File: src/include/ebi_pkg.sv
`default_nettype none
package ebi_pkg;
    // ------------------------------------------------------------
    // address map
    // ------------------------------------------------------------
    localparam logic [15:0] INT_LIMIT_NORMAL = 16'h1100;
    localparam logic [15:0] INT_LIMIT_LEGACY = 16'h1000;

    // ------------------------------------------------------------
    // control field layout and reset values
    // ------------------------------------------------------------
    localparam int WAIT_MSB_POS = 1;
    localparam int WAIT_LSB_POS = 0;
    localparam logic [1:0] WAIT_NONE = 2'h0;
    localparam logic [1:0] WAIT_ONE = 2'h1;
    localparam logic [2:0] SECTOR_RST = 3'h0;
    localparam logic [2:0] MASK_RST = 3'h0;
    localparam logic KEEPER_RST = 1'b0;
    localparam logic ENABLE_RST = 1'b0;

    // ------------------------------------------------------------
    // timing: the access is T1 (address, latch high), T2 (address held, latch low),
    // T3..T3+n (data out / strobe), n = wait setting; trailing latch pulse after
    // ------------------------------------------------------------
    localparam logic [1:0] STROBE_BASE = 2'h0;

    typedef struct packed {
        logic enable;
        logic legacy;
        logic keeper_en;
        logic [2:0] sector_limit;
        logic [1:0] upper_sector_wait;
        logic [1:0] lower_sector_wait;
        logic [2:0] high_addr_release_mask;
    } ebi_ctrl_type;

    typedef struct packed {
        logic valid;
        logic write;
        logic [15:0] addr;
        logic [7:0] wdata;
        logic next_is_ram;
    } ebi_req_type;

    typedef struct packed {
        logic [7:0] ad_out;
        logic [7:0] ad_oe_n;
        logic [7:0] ad_pullup;
        logic [7:0] hi_out;
        logic [7:0] hi_oe_n;
        logic ale;
        logic rd_n;
        logic wr_n;
        logic strobe_oe_n;
    } ebi_pins_type;
endpackage
`default_nettype wire

File: src/hw/ebi_addr_decode.sv
`timescale 1ns/1ps
`default_nettype none
module ebi_addr_decode
(
    input wire logic [15:0] addr,
    input wire logic enable,
    input wire logic legacy,
    input wire logic [2:0] sector_limit,
    input wire logic [1:0] upper_sector_wait,
    input wire logic [1:0] lower_sector_wait,
    output logic is_external,
    output logic [1:0] wait_sel
);
    logic [15:0] limit;
    logic upper;

    always_comb
    begin

        limit = legacy ? ebi_pkg::INT_LIMIT_LEGACY : ebi_pkg::INT_LIMIT_NORMAL;
        // with the interface off nothing above the boundary is external or aliased
        is_external = enable && (addr >= limit);
        // sector limit 0 means a single sector using the upper setting
        upper = (sector_limit == 3'h0) || (addr[15:13] >= sector_limit);

        if (legacy)
            wait_sel = {1'b0, upper_sector_wait[ebi_pkg::WAIT_LSB_POS]};
        else
            wait_sel = upper ? upper_sector_wait : lower_sector_wait;
    end
endmodule
`default_nettype wire

File: src/hw/ebi_bus_keeper.sv
`timescale 1ns/1ps
`default_nettype none
module ebi_bus_keeper
(
    input wire logic core_clk,
    input wire logic sys_rst,
    input wire logic keep_en,
    input wire logic released,
    input wire logic [7:0] pad_in,
    output logic [7:0] keep_out,
    output logic [7:0] keep_oe_n
);
    logic [7:0] level_r;

    // ------------------------------------------------------------
    // last-level capture
    // ------------------------------------------------------------
    // the pad is sampled only while something else drives it, so the
    // keeper never latches its own weak value back as new data
    always_ff @(posedge core_clk)
    begin
        if (sys_rst)
            level_r <= 8'h00;
        else if (!released)
            level_r <= pad_in;
    end

    assign keep_out = level_r;
    assign keep_oe_n = (keep_en && released) ? 8'h00 : 8'hff;
endmodule
`default_nettype wire

File: src/hw/ebi_core.sv
`timescale 1ns/1ps
`default_nettype none
// Operation
// multiplexed low address/data bus, separate high address bus, latch and strobes
// enabled interface overrides direction settings of its dedicated pins
// each access decoded internal/external; external ones drive pins
// low address valid on shared bus when latch strobe falls
// latch strobe stays low throughout data transfer phase
// internal accesses show bus activity but never pulse read or write
// disabled interface returns pins to port values and directions
// disabled interface never aliases high addresses onto internal memory
// shared bus pull-up follows port output register bit being one
// software should clear port bits before sleep to save power
// bus-keeper holds last shared bus level when lines released
// four wait settings, two bits per sector, including zero wait
// trailing latch pulse in T4..T7 only when next instruction uses RAM
// external space may split into two sectors with own settings
// upper sector uses upper wait pair, lower sector lower pair
// lowest 4352 addresses internal; external addresses output unchanged
// 32K memory systems use aliased range, avoid higher addresses
// legacy mode: only lowest 4096 addresses internal
// external parts must treat interface as asynchronous
// external latch transparent while strobe high, holds after fall
// control bits come from three software-written control registers
// legacy: waits 00/01 only, fixed high bits, no sectors or keeper
// software may release top high address bits to port function
// read/write strobes active low, exclusive, lengthened by wait setting
// reset leaves interface disabled, zero wait, no split, keeper off
module ebi_core
(
    input wire logic core_clk,
    input wire logic sys_rst,
    input wire logic ctrl_wr,
    input wire ebi_pkg::ebi_ctrl_type ctrl_in,
    input wire ebi_pkg::ebi_req_type req,
    output logic req_ready,
    output logic rd_valid,
    output logic [7:0] rd_data,
    output logic access_external,
    input wire logic [7:0] port_ad_val,
    input wire logic [7:0] port_ad_dir,
    input wire logic [7:0] port_hi_val,
    input wire logic [7:0] port_hi_dir,
    input wire logic [7:0] ad_in,
    output ebi_pkg::ebi_pins_type pins,
    output ebi_pkg::ebi_ctrl_type ctrl_status
);
    typedef enum logic [2:0] {IDLE, ADDR, SETUP, STROBE, TRAIL} ebi_state_type;

    ebi_pkg::ebi_ctrl_type ctrl_r;
    ebi_state_type state_r;
    ebi_pkg::ebi_req_type cur_r;
    logic ext_r;
    logic [1:0] wait_r;
    logic [1:0] cnt_r;
    logic [7:0] ad_out_r;
    logic ad_drive_r;
    logic [7:0] hi_r;
    logic ale_r;
    logic rd_n_r;
    logic wr_n_r;
    logic rd_valid_r;
    logic [2:0] rd_pend_r;
    logic [7:0] rd_data_r;
    logic [7:0] sync1_r, sync2_r, sync3_r;
    logic dec_ext;
    logic [1:0] dec_wait;
    logic [7:0] keep_out;
    logic [7:0] keep_oe_n;
    logic [7:0] hi_own;

    // ------------------------------------------------------------
    // control registers
    // ------------------------------------------------------------
    always_ff @(posedge core_clk)
    begin
        if (sys_rst)
        begin

            ctrl_r.enable <= ebi_pkg::ENABLE_RST;
            ctrl_r.legacy <= 1'b0;
            ctrl_r.keeper_en <= ebi_pkg::KEEPER_RST;
            ctrl_r.sector_limit <= ebi_pkg::SECTOR_RST;
            ctrl_r.upper_sector_wait <= ebi_pkg::WAIT_NONE;
            ctrl_r.lower_sector_wait <= ebi_pkg::WAIT_NONE;
            ctrl_r.high_addr_release_mask <= ebi_pkg::MASK_RST;
        end
        else if (ctrl_wr)
        begin
            ctrl_r <= ctrl_in;
            if (ctrl_in.legacy)
            begin
                // legacy hides the extended controls
                ctrl_r.keeper_en <= 1'b0;
                ctrl_r.sector_limit <= ebi_pkg::SECTOR_RST;
                ctrl_r.high_addr_release_mask <= ebi_pkg::MASK_RST;
            end
        end
    end
    assign ctrl_status = ctrl_r;

    ebi_addr_decode u_dec
    (
        .addr(req.addr),
        .enable(ctrl_r.enable),
        .legacy(ctrl_r.legacy),
        .sector_limit(ctrl_r.sector_limit),
        .upper_sector_wait(ctrl_r.upper_sector_wait),
        .lower_sector_wait(ctrl_r.lower_sector_wait),
        .is_external(dec_ext),
        .wait_sel(dec_wait)
    );

    // ------------------------------------------------------------
    // access sequencer
    // ------------------------------------------------------------
    // an access is only taken in IDLE; the CPU waits on req_ready
    assign req_ready = (state_r == IDLE);

    always_ff @(posedge core_clk)
    begin
        if (sys_rst)
        begin
            state_r <= IDLE;
            cur_r <= '0;
            ext_r <= 1'b0;
            wait_r <= ebi_pkg::WAIT_NONE;
            cnt_r <= 2'h0;
        end
        else
        begin
            unique case (state_r)
                IDLE:
                begin
                    if (req.valid && ctrl_r.enable)
                    begin
                        cur_r <= req;
                        ext_r <= dec_ext;
                        wait_r <= dec_wait;
                        state_r <= ADDR;
                    end
                end
                ADDR:
                    state_r <= SETUP;
                SETUP:
                begin
                    cnt_r <= ebi_pkg::STROBE_BASE;
                    state_r <= STROBE;
                end
                STROBE:
                begin
                    // one extra strobe cycle per wait step
                    if (cnt_r == wait_r)
                        state_r <= cur_r.next_is_ram ? TRAIL : IDLE;
                    else
                        cnt_r <= cnt_r + 2'h1;
                end
                TRAIL:
                    state_r <= IDLE;
            endcase
        end
    end

    // ------------------------------------------------------------
    // pin drivers
    // ------------------------------------------------------------
    always_ff @(posedge core_clk)
    begin
        if (sys_rst)
        begin
            ale_r <= 1'b0;
            rd_n_r <= 1'b1;
            wr_n_r <= 1'b1;
            ad_out_r <= 8'h00;
            ad_drive_r <= 1'b0;
            hi_r <= 8'h00;
        end
        else
        begin
            unique case (state_r)
                IDLE:
                begin
                    rd_n_r <= 1'b1;
                    wr_n_r <= 1'b1;
                    ale_r <= req.valid && ctrl_r.enable; // latch opens
                    ad_out_r <= req.addr[7:0];
                    hi_r <= req.addr[15:8]; // address unchanged
                    ad_drive_r <= req.valid && ctrl_r.enable;
                end
                ADDR:
                    // address still on the bus as the latch strobe falls
                    ale_r <= 1'b0;
                SETUP:
                begin
                    ale_r <= 1'b0;
                    ad_out_r <= cur_r.wdata;
                    ad_drive_r <= cur_r.write;
                    rd_n_r <= !(ext_r && !cur_r.write);
                    wr_n_r <= !(ext_r && cur_r.write);
                end
                STROBE:
                begin
                    ale_r <= 1'b0;
                    if (cnt_r == wait_r)
                    begin
                        rd_n_r <= 1'b1;
                        wr_n_r <= 1'b1;
                        ale_r <= cur_r.next_is_ram;
                    end
                end
                TRAIL:
                begin
                    ale_r <= 1'b0;
                    ad_drive_r <= 1'b0;
                end
            endcase
        end
    end

    // ------------------------------------------------------------
    // read data capture
    // ------------------------------------------------------------
    // the pads are asynchronous to core_clk; three stages, accepted
    // when the last two agree
    always_ff @(posedge core_clk)
    begin
        if (sys_rst)
        begin
            sync1_r <= 8'h00;
            sync2_r <= 8'h00;
            sync3_r <= 8'h00;
        end
        else
        begin
            sync1_r <= ad_in;
            sync2_r <= sync1_r;
            sync3_r <= sync2_r;
        end
    end

    always_ff @(posedge core_clk)
    begin
        if (sys_rst)
        begin
            rd_pend_r <= 3'h0;
            rd_valid_r <= 1'b0;
            rd_data_r <= 8'h00;
        end
        else
        begin
            // the strobe's last cycle still has three stages to cross, so the
            // answer trails it; limitation: the memory must hold its data for
            // one cycle after the read strobe rises
            rd_pend_r <= {rd_pend_r[1:0],
                state_r == STROBE && cnt_r == wait_r && !cur_r.write && ext_r};
            rd_valid_r <= rd_pend_r[2];
            if (rd_pend_r[2])
                rd_data_r <= (sync2_r == sync3_r) ? sync3_r : rd_data_r;
        end
    end
    assign rd_valid = rd_valid_r;
    assign rd_data = rd_data_r;
    assign access_external = ext_r && (state_r != IDLE);

    ebi_bus_keeper u_keep
    (
        .core_clk(core_clk),
        .sys_rst(sys_rst),
        .keep_en(ctrl_r.keeper_en && ctrl_r.enable),
        // kept off while the memory answers a read and its data crosses the stages
        .released(!ad_drive_r && rd_n_r && (rd_pend_r == 3'h0)),
        .pad_in(ad_drive_r ? ad_out_r : sync3_r),
        .keep_out(keep_out),
        .keep_oe_n(keep_oe_n)
    );

    // ------------------------------------------------------------
    // pin muxing
    // ------------------------------------------------------------
    // mask value n releases the top n high address bits
    genvar gi;
    generate
        for (gi = 0; gi < 8; gi++)
        begin : g_hi
            assign hi_own[gi] = (ctrl_r.high_addr_release_mask == 3'h0)
                || (gi < (8 - ctrl_r.high_addr_release_mask));
        end
    endgenerate

    always_comb
    begin
        pins.ad_pullup = port_ad_val;
        if (ctrl_r.enable)
        begin
            // directions come from the interface, not the port, except for released high address bits
            pins.ad_out = ad_drive_r ? ad_out_r : keep_out;
            pins.ad_oe_n = ad_drive_r ? 8'h00 : keep_oe_n;
            pins.ale = ale_r;
            pins.rd_n = rd_n_r;
            pins.wr_n = wr_n_r;
            pins.strobe_oe_n = 1'b0;
            for (int i = 0; i < 8; i++)
            begin
                pins.hi_out[i] = hi_own[i] ? hi_r[i] : port_hi_val[i];
                pins.hi_oe_n[i] = hi_own[i] ? 1'b0 : !port_hi_dir[i];
            end
        end
        else
        begin

            pins.ad_out = port_ad_val;
            pins.ad_oe_n = ~port_ad_dir;
            pins.hi_out = port_hi_val;
            pins.hi_oe_n = ~port_hi_dir;
            pins.ale = 1'b0;
            pins.rd_n = 1'b1;
            pins.wr_n = 1'b1;
            pins.strobe_oe_n = 1'b1;
        end
    end
endmodule
`default_nettype wire

File: config.mk
export PLATFORM = sky130hd
export DESIGN_NAME = ebi_core
export DESIGN_NICKNAME = d
export VERILOG_FILES = /design/src/include/ebi_pkg.sv /design/src/hw/ebi_addr_decode.sv /design/src/hw/ebi_bus_keeper.sv /design/src/hw/ebi_core.sv
export SDC_FILE = /design/constraint.sdc
export NUM_CORES = 1
export LEC_CHECK = 0
export ABC_AREA = 1
export BUFFER_PORTS_ARGS = -buffer_cell sky130_fd_sc_hd__buf_2
export CAP_MARGIN = 20
export CORE_MARGIN = 5
export CORE_UTILIZATION = 48
export CTS_BUF_LIST = sky130_fd_sc_hd__clkbuf_8
export DETAILED_ROUTE_END_ITERATION = 8
export PLACE_DENSITY = 0.83
export RECOVER_POWER = 100
export SETUP_SLACK_MARGIN = 0.2
export SLEW_MARGIN = 40
export SYNTH_ARGS = -nofsm -noshare
export SYNTH_HDL_FRONTEND = slang
export SYNTH_HIERARCHICAL = 1
export SYNTH_SLANG_ARGS = --single-unit
File: constraint.sdc
create_clock -name core_clk -period 1.5 [get_ports core_clk]
set_input_delay 0.15 -clock core_clk [delete_from_list [all_inputs] [get_ports core_clk]]
set_output_delay 0.15 -clock core_clk [all_outputs]
set_load 0.005 [all_outputs]
Word-level counts from Yosys, hierarchy flattened

Cells that the tools add are included.

Flip-flop bits (word level): 95
Bits in latches: 0
RAM bits: 0
Memory bits (read-only): 0
Bits of input ports: 83
Logic and storage cells: 138
Memories: 0

$add $sub $neg: 2
Multipliers: 0
Divide/modulo/power cells: 0
$lt $le $gt $ge: 10
Equal/unequal tests: 9
Shift-type cells: 0
Mux-type cells: 40
Bitwise gates (word level): 2
Reductions and logical operators: 48

Operators with widths:

| operator                                           | count |
|---|---|
| < comparator 3 x 32 -> 1 bit, first input constant | 4 |
| < comparator 1 x 32 -> 1 bit, first input constant | 2 |
| < comparator 2 x 32 -> 1 bit, first input constant | 2 |
| 2-to-1 mux 8 bit                                   | 4 |
| 2-to-1 mux 20 bit                                  | 1 |
| 2-to-1 mux 1 bit                                   | 18 |
| greater-or-equal comparator 16 bit                 | 1 |
| 2-to-1 mux 16 bit                                  | 1 |
| inverter 8 bit                                     | 2 |
| one-hot mux 8 bit (2 select lines)                 | 1 |
| one-hot mux 3 bit (5 select lines)                 | 1 |
| logical AND 1 bit                                  | 12 |
| logical NOT 1 bit                                  | 12 |
| logical NOT 3 bit                                  | 4 |
| 2-to-1 mux 3 bit                                   | 4 |
| one-hot mux 1 bit (3 select lines)                 | 4 |
| AND reduction 2 bit                                | 5 |
| logical OR 1 bit                                   | 9 |
| 2-to-1 mux 9 bit                                   | 1 |
| nonzero test 3 bit                                 | 3 |
| == test 8 bit                                      | 1 |
| == test 3 x 2 -> 1 bit, second input constant      | 2 |
| 2-to-1 mux 2 bit                                   | 3 |
| subtractor 4 x 3 -> 5 bit, first input constant    | 1 |
| other kinds (11)                                   | 13 |

Depth between registers and ports, before layout

Depth in word-level cells: 7
Mapped depth: 12

By module

The synthesis kept the hierarchy.

By module, submodules not included:

| module          | times used | cells an instance | area an instance (sq um) | sequential area each (sq um) |
|---|---|---|---|---|
| ebi_core        | 1          | 596               | 4043.9                   | 1741.7 |
| ebi_bus_keeper  | 1          | 59                | 397.9                    | 160.2 |
| ebi_addr_decode | 1          | 45                | 242.7                    | 0.0 |

Worst setup path before layout

Ideal clock, no wire load.

Kind: register to output
Start point: register ad_drive_r
End point: output pins[29] (netlist name)
Data arrival time: 1.480 ns
Required time: 1.350 ns
Path slack: -0.130 ns
Stages on the path, launching flop included: 11
Path buffers: 4
Cells stage by stage: dfxtp_1 -> buf_2 -> clkinv_1 -> nand3_1 -> nor3_1 -> buf_6 -> buf_6 -> nand2_1 -> buf_4 -> nand3_1 -> o21ai_0

RTL lines:

| element                | line            | source |
|---|---|---|
| start, declared        | ebi_core.sv:57  | `logic ad_drive_r;` |
| start signal, assigned | ebi_core.sv:188 | `ad_drive_r <= req.valid && ctrl_r.enable;` |
| start signal, assigned | ebi_core.sv:197 | `ad_drive_r <= cur_r.write;` |
| end, declared          | ebi_core.sv:45  | `output ebi_pkg::ebi_pins_type pins,` |

==> flow_metrics.env <==
export IMPL_final_fill_count=720
export IMPL_synth_area_per_cell_um2=6.69
export IMPL_dp_hpwl_um=9560
export IMPL_crit_reg2reg_launch="state_r[0]$_SDFFE_PP0P_"
export IMPL_viasPerCell=5.11
export IMPL_fin_skew_ns=0.0134
export IMPL_ys_ff_latch=95
export IMPL_clkPwrFrac_pct=25.9
export IMPL_finalNetCount=986
export IMPL_area_growth_pct=50.5
export IMPL_antenna_found_initial=0
export IMPL_cpMaxStageDelayCell="dfxtp_2"
export IMPL_period_minus_slack_ns=1.98
export IMPL_dr_total_vias=5285
export IMPL_timing_final_ws_setup_ns=-0.482
export IMPL_power_density_nw_per_um2=892
export IMPL_slew_limit_headroom_pct=58.0
export IMPL_h_tree_depth=3
export IMPL_min_period_over_period_pct=132
export IMPL_violations="setup timing"
export IMPL_crit_type="flop to output port"
export IMPL_cts_tree="yes"
export IMPL_r2r_slack_ns=-0.05
export IMPL_power_mw=6.29
export IMPL_grt_pass1_wl_um=22400
export IMPL_outcome="finished, violations left"
export IMPL_io_pins=151
export IMPL_grt_ovfl_total=0
export IMPL_ys_types=31
export IMPL_finalHoldViolCount=0
export IMPL_synth_fp_nets=790
export IMPL_cp_end_kind="output port"
export IMPL_clockBufferDepth=2
export IMPL_die_h_um=109
export IMPL_p_sw_share_pct=32.9
export IMPL_antenna_cells=0
export IMPL_critical_path_top_delay_family="buffers and inverters"
export IMPL_crit_required_ns=1.35
export IMPL_power_internal_mw=4.22
export IMPL_power_leakage_nw=3.39
export IMPL_dr_pass1_iters=6
export IMPL_routedWlPerCell_um=15.3
export IMPL_initial_utilization_pct=48.6
export IMPL_hold_path_class="primary input to flop"
export IMPL_setup_viol=35
export IMPL_num_rows=36
export IMPL_cp_start_kind="flop"
export IMPL_max_cap_violations=0
export IMPL_worst_pin_slew_ns=0.630
export IMPL_clkLatencyLatePin_ns=0.37
export IMPL_layout_common_cells="126 x buf_2, 125 x nand2_1, 100 x nor2_1"
export IMPL_yosysWarnings=6
export IMPL_cts_made_buffers=9
export IMPL_startpoint="ctrl_status[1]$_SDFFE_PP0P_"
export IMPL_fp_dieW_um=109
export IMPL_rsz0062_at_grt="yes"
export IMPL_grt_max_degree=32
export IMPL_p_seq_share_pct=44.9
export IMPL_yosysSeqAreaShare_pct=40.6
export IMPL_place_ws_ns=-0.0816
export IMPL_drc=0
export IMPL_path_buf_inv=5
export IMPL_crit_arrival_ns=1.83
export IMPL_grt_total_usage_pct=24.0
export IMPL_ant_nets=0
export IMPL_drt_iter0_drc=386
export IMPL_cts_sinks=95
export IMPL_io_buffers=150
export IMPL_combPwrFrac_pct=29.2
export IMPL_switchingPower_mw=2.07
export IMPL_peakVddDrop_uv=591
export IMPL_final_common_cell="buf_2"
export IMPL_clk_pin_slew_ns=0.09
export IMPL_die_area_um2=11800
export IMPL_layout_drive_gt1_share_pct=42.7
export IMPL_gp_congestion=0.885
export IMPL_routed_wl_um=15800
export IMPL_crit_chain="inv_2 > ha_4 > ha_4 > inv_2 > nand2_4 > buf_4 > nand2_4 > buf_4 > nand2_2 > nor2_1 > buf_2"
export IMPL_synth_cells=700
export IMPL_max_stage_delay_ns=0.34
export IMPL_syn_area_um2=4680
export IMPL_core_area_um2=9640
export IMPL_cp_max_fo=4
export IMPL_cts_root_buf="clkbuf_8"
export IMPL_min_from="ad_in[2]"
export IMPL_slew_violations=0
export IMPL_fmax_mhz=505
export IMPL_grt_pass1_vias=4742
-- cells by family after synthesis --
group,synth area share [%]
compound gates,10.2
xor+xnor,0.561
fa+ha+maj,1.87
buf+inv,13.5
flops,40.6
mux,0.240
simple gates,33.0
-- worst paths after layout --
check | endpoint | cells past startpoint
max | pins[9] | 11
min | sync1_r[2]$_SDFF_PP0_ | 3
max reg2reg | ad_out_r[0]$_SDFFE_PP0P_ | 8
min reg2reg | sync2_r[1]$_SDFF_PP0_ | 2
-- what timing repair did --
| action | CTS | global route |
|---|---|---|
| pin swaps | 40 | 45 |
| endpoints found under the hold margin | 11 | 0 |
| setup buffers | 23 | 8 |
| setup endpoints to repair | 56 | 79 |
| resized for setup | 78 | 142 |
| hold buffers | 11 | 0 |
| gates cloned | 5 | 5 |
-- flip-flops by register name, summed over array words and instances, names as in the netlist, 8 cells and up --
signal           cells
cur_r               10
sync3_r              8
rd_data              8
sync1_r              8
sync2_r              8
ad_out_r             8
ctrl_status         13
hi_r                 8
u_keep/keep_out      8
-- worst min-delay path: cells and delay by family --
| kind | cells | cell delay [ns] |
|---|---|---|
| simple gates | 1 | 0.04 |
| buf+inv | 2 | 0.15 |
-- final cells by class --
cell class,count,area [µm²],share of cell area [%]
Clock buffer,10,138,1.95
Clock inverter,6,52.6,0.745
Inverter,100,407,5.77
Multi-Input combinational cell,465,2740,38.9
Sequential cell,95,1940,27.5
Tap cell,133,166,2.36
Timing Repair Buffer,225,1610,22.8
-- power groups by stage --
stage	Sequential [mW]	Clock, mW	Combinational [mW]
after floorplan	2.83	0	0.859
after CTS	2.81	1.64	1.53
after detailed placement	2.86	0	1.23
after global placement	2.85	0	1.20
after global routing	2.85	1.74	1.99
final	2.83	1.63	1.84
-- synth_stat cells (all sizes together) --
master,count,area share [%]
nand2,178,15
xor2,1,0.19
nor2,112,9.9
xnor2,2,0.37
nand3,59,6.3
nand4,4,0.53
dfxtp,95,41
a31oi,1,0.13
ha,7,1.9
clkbuf,10,0.80
nand3b,3,0.48
o211ai,9,1.4
clkinv,3,0.24
mux2,1,0.24
inv,97,7.8
or2,3,0.40
nor3,5,0.53
buf,31,4.6
a21oi,36,4.0
o21ai,43,4.6
-- metal layers --
metal / vias up / global-route usage [%] / part of all wire (%)
met3: 64 / 4.38 / 6.7
met1: 2415 / 29.3 / 38
met5: - / 0 / 0
li1: 2566 / - / -
met4: 0 / 8.21 / 4.3
met2: 240 / 42.2 / 51
-- per-stage QoR --
stage / instances / TNS, ns / hold slack (ns) / instance area (µm²) / util (%)
6_report: 1034 / -8.16 / 0.0160 / 7050 / 73.1
5_1_grt: 1034 / -12.45 / 0.00736 / 7050 / 73.1
4_1_cts: 1021 / -6.03 / 0.00311 / 6540 / 67.9
3_5_place_dp: 966 / -0.313 / 0.356 / 5690 / 59.1
3_3_place_gp: 966 / -0.00684 / 0.352 / 5690 / 59.1
2_1_floorplan: 700 / 0 / 0.257 / 4890 / -
No activity file was read; power rests on OpenSTA's default activity.
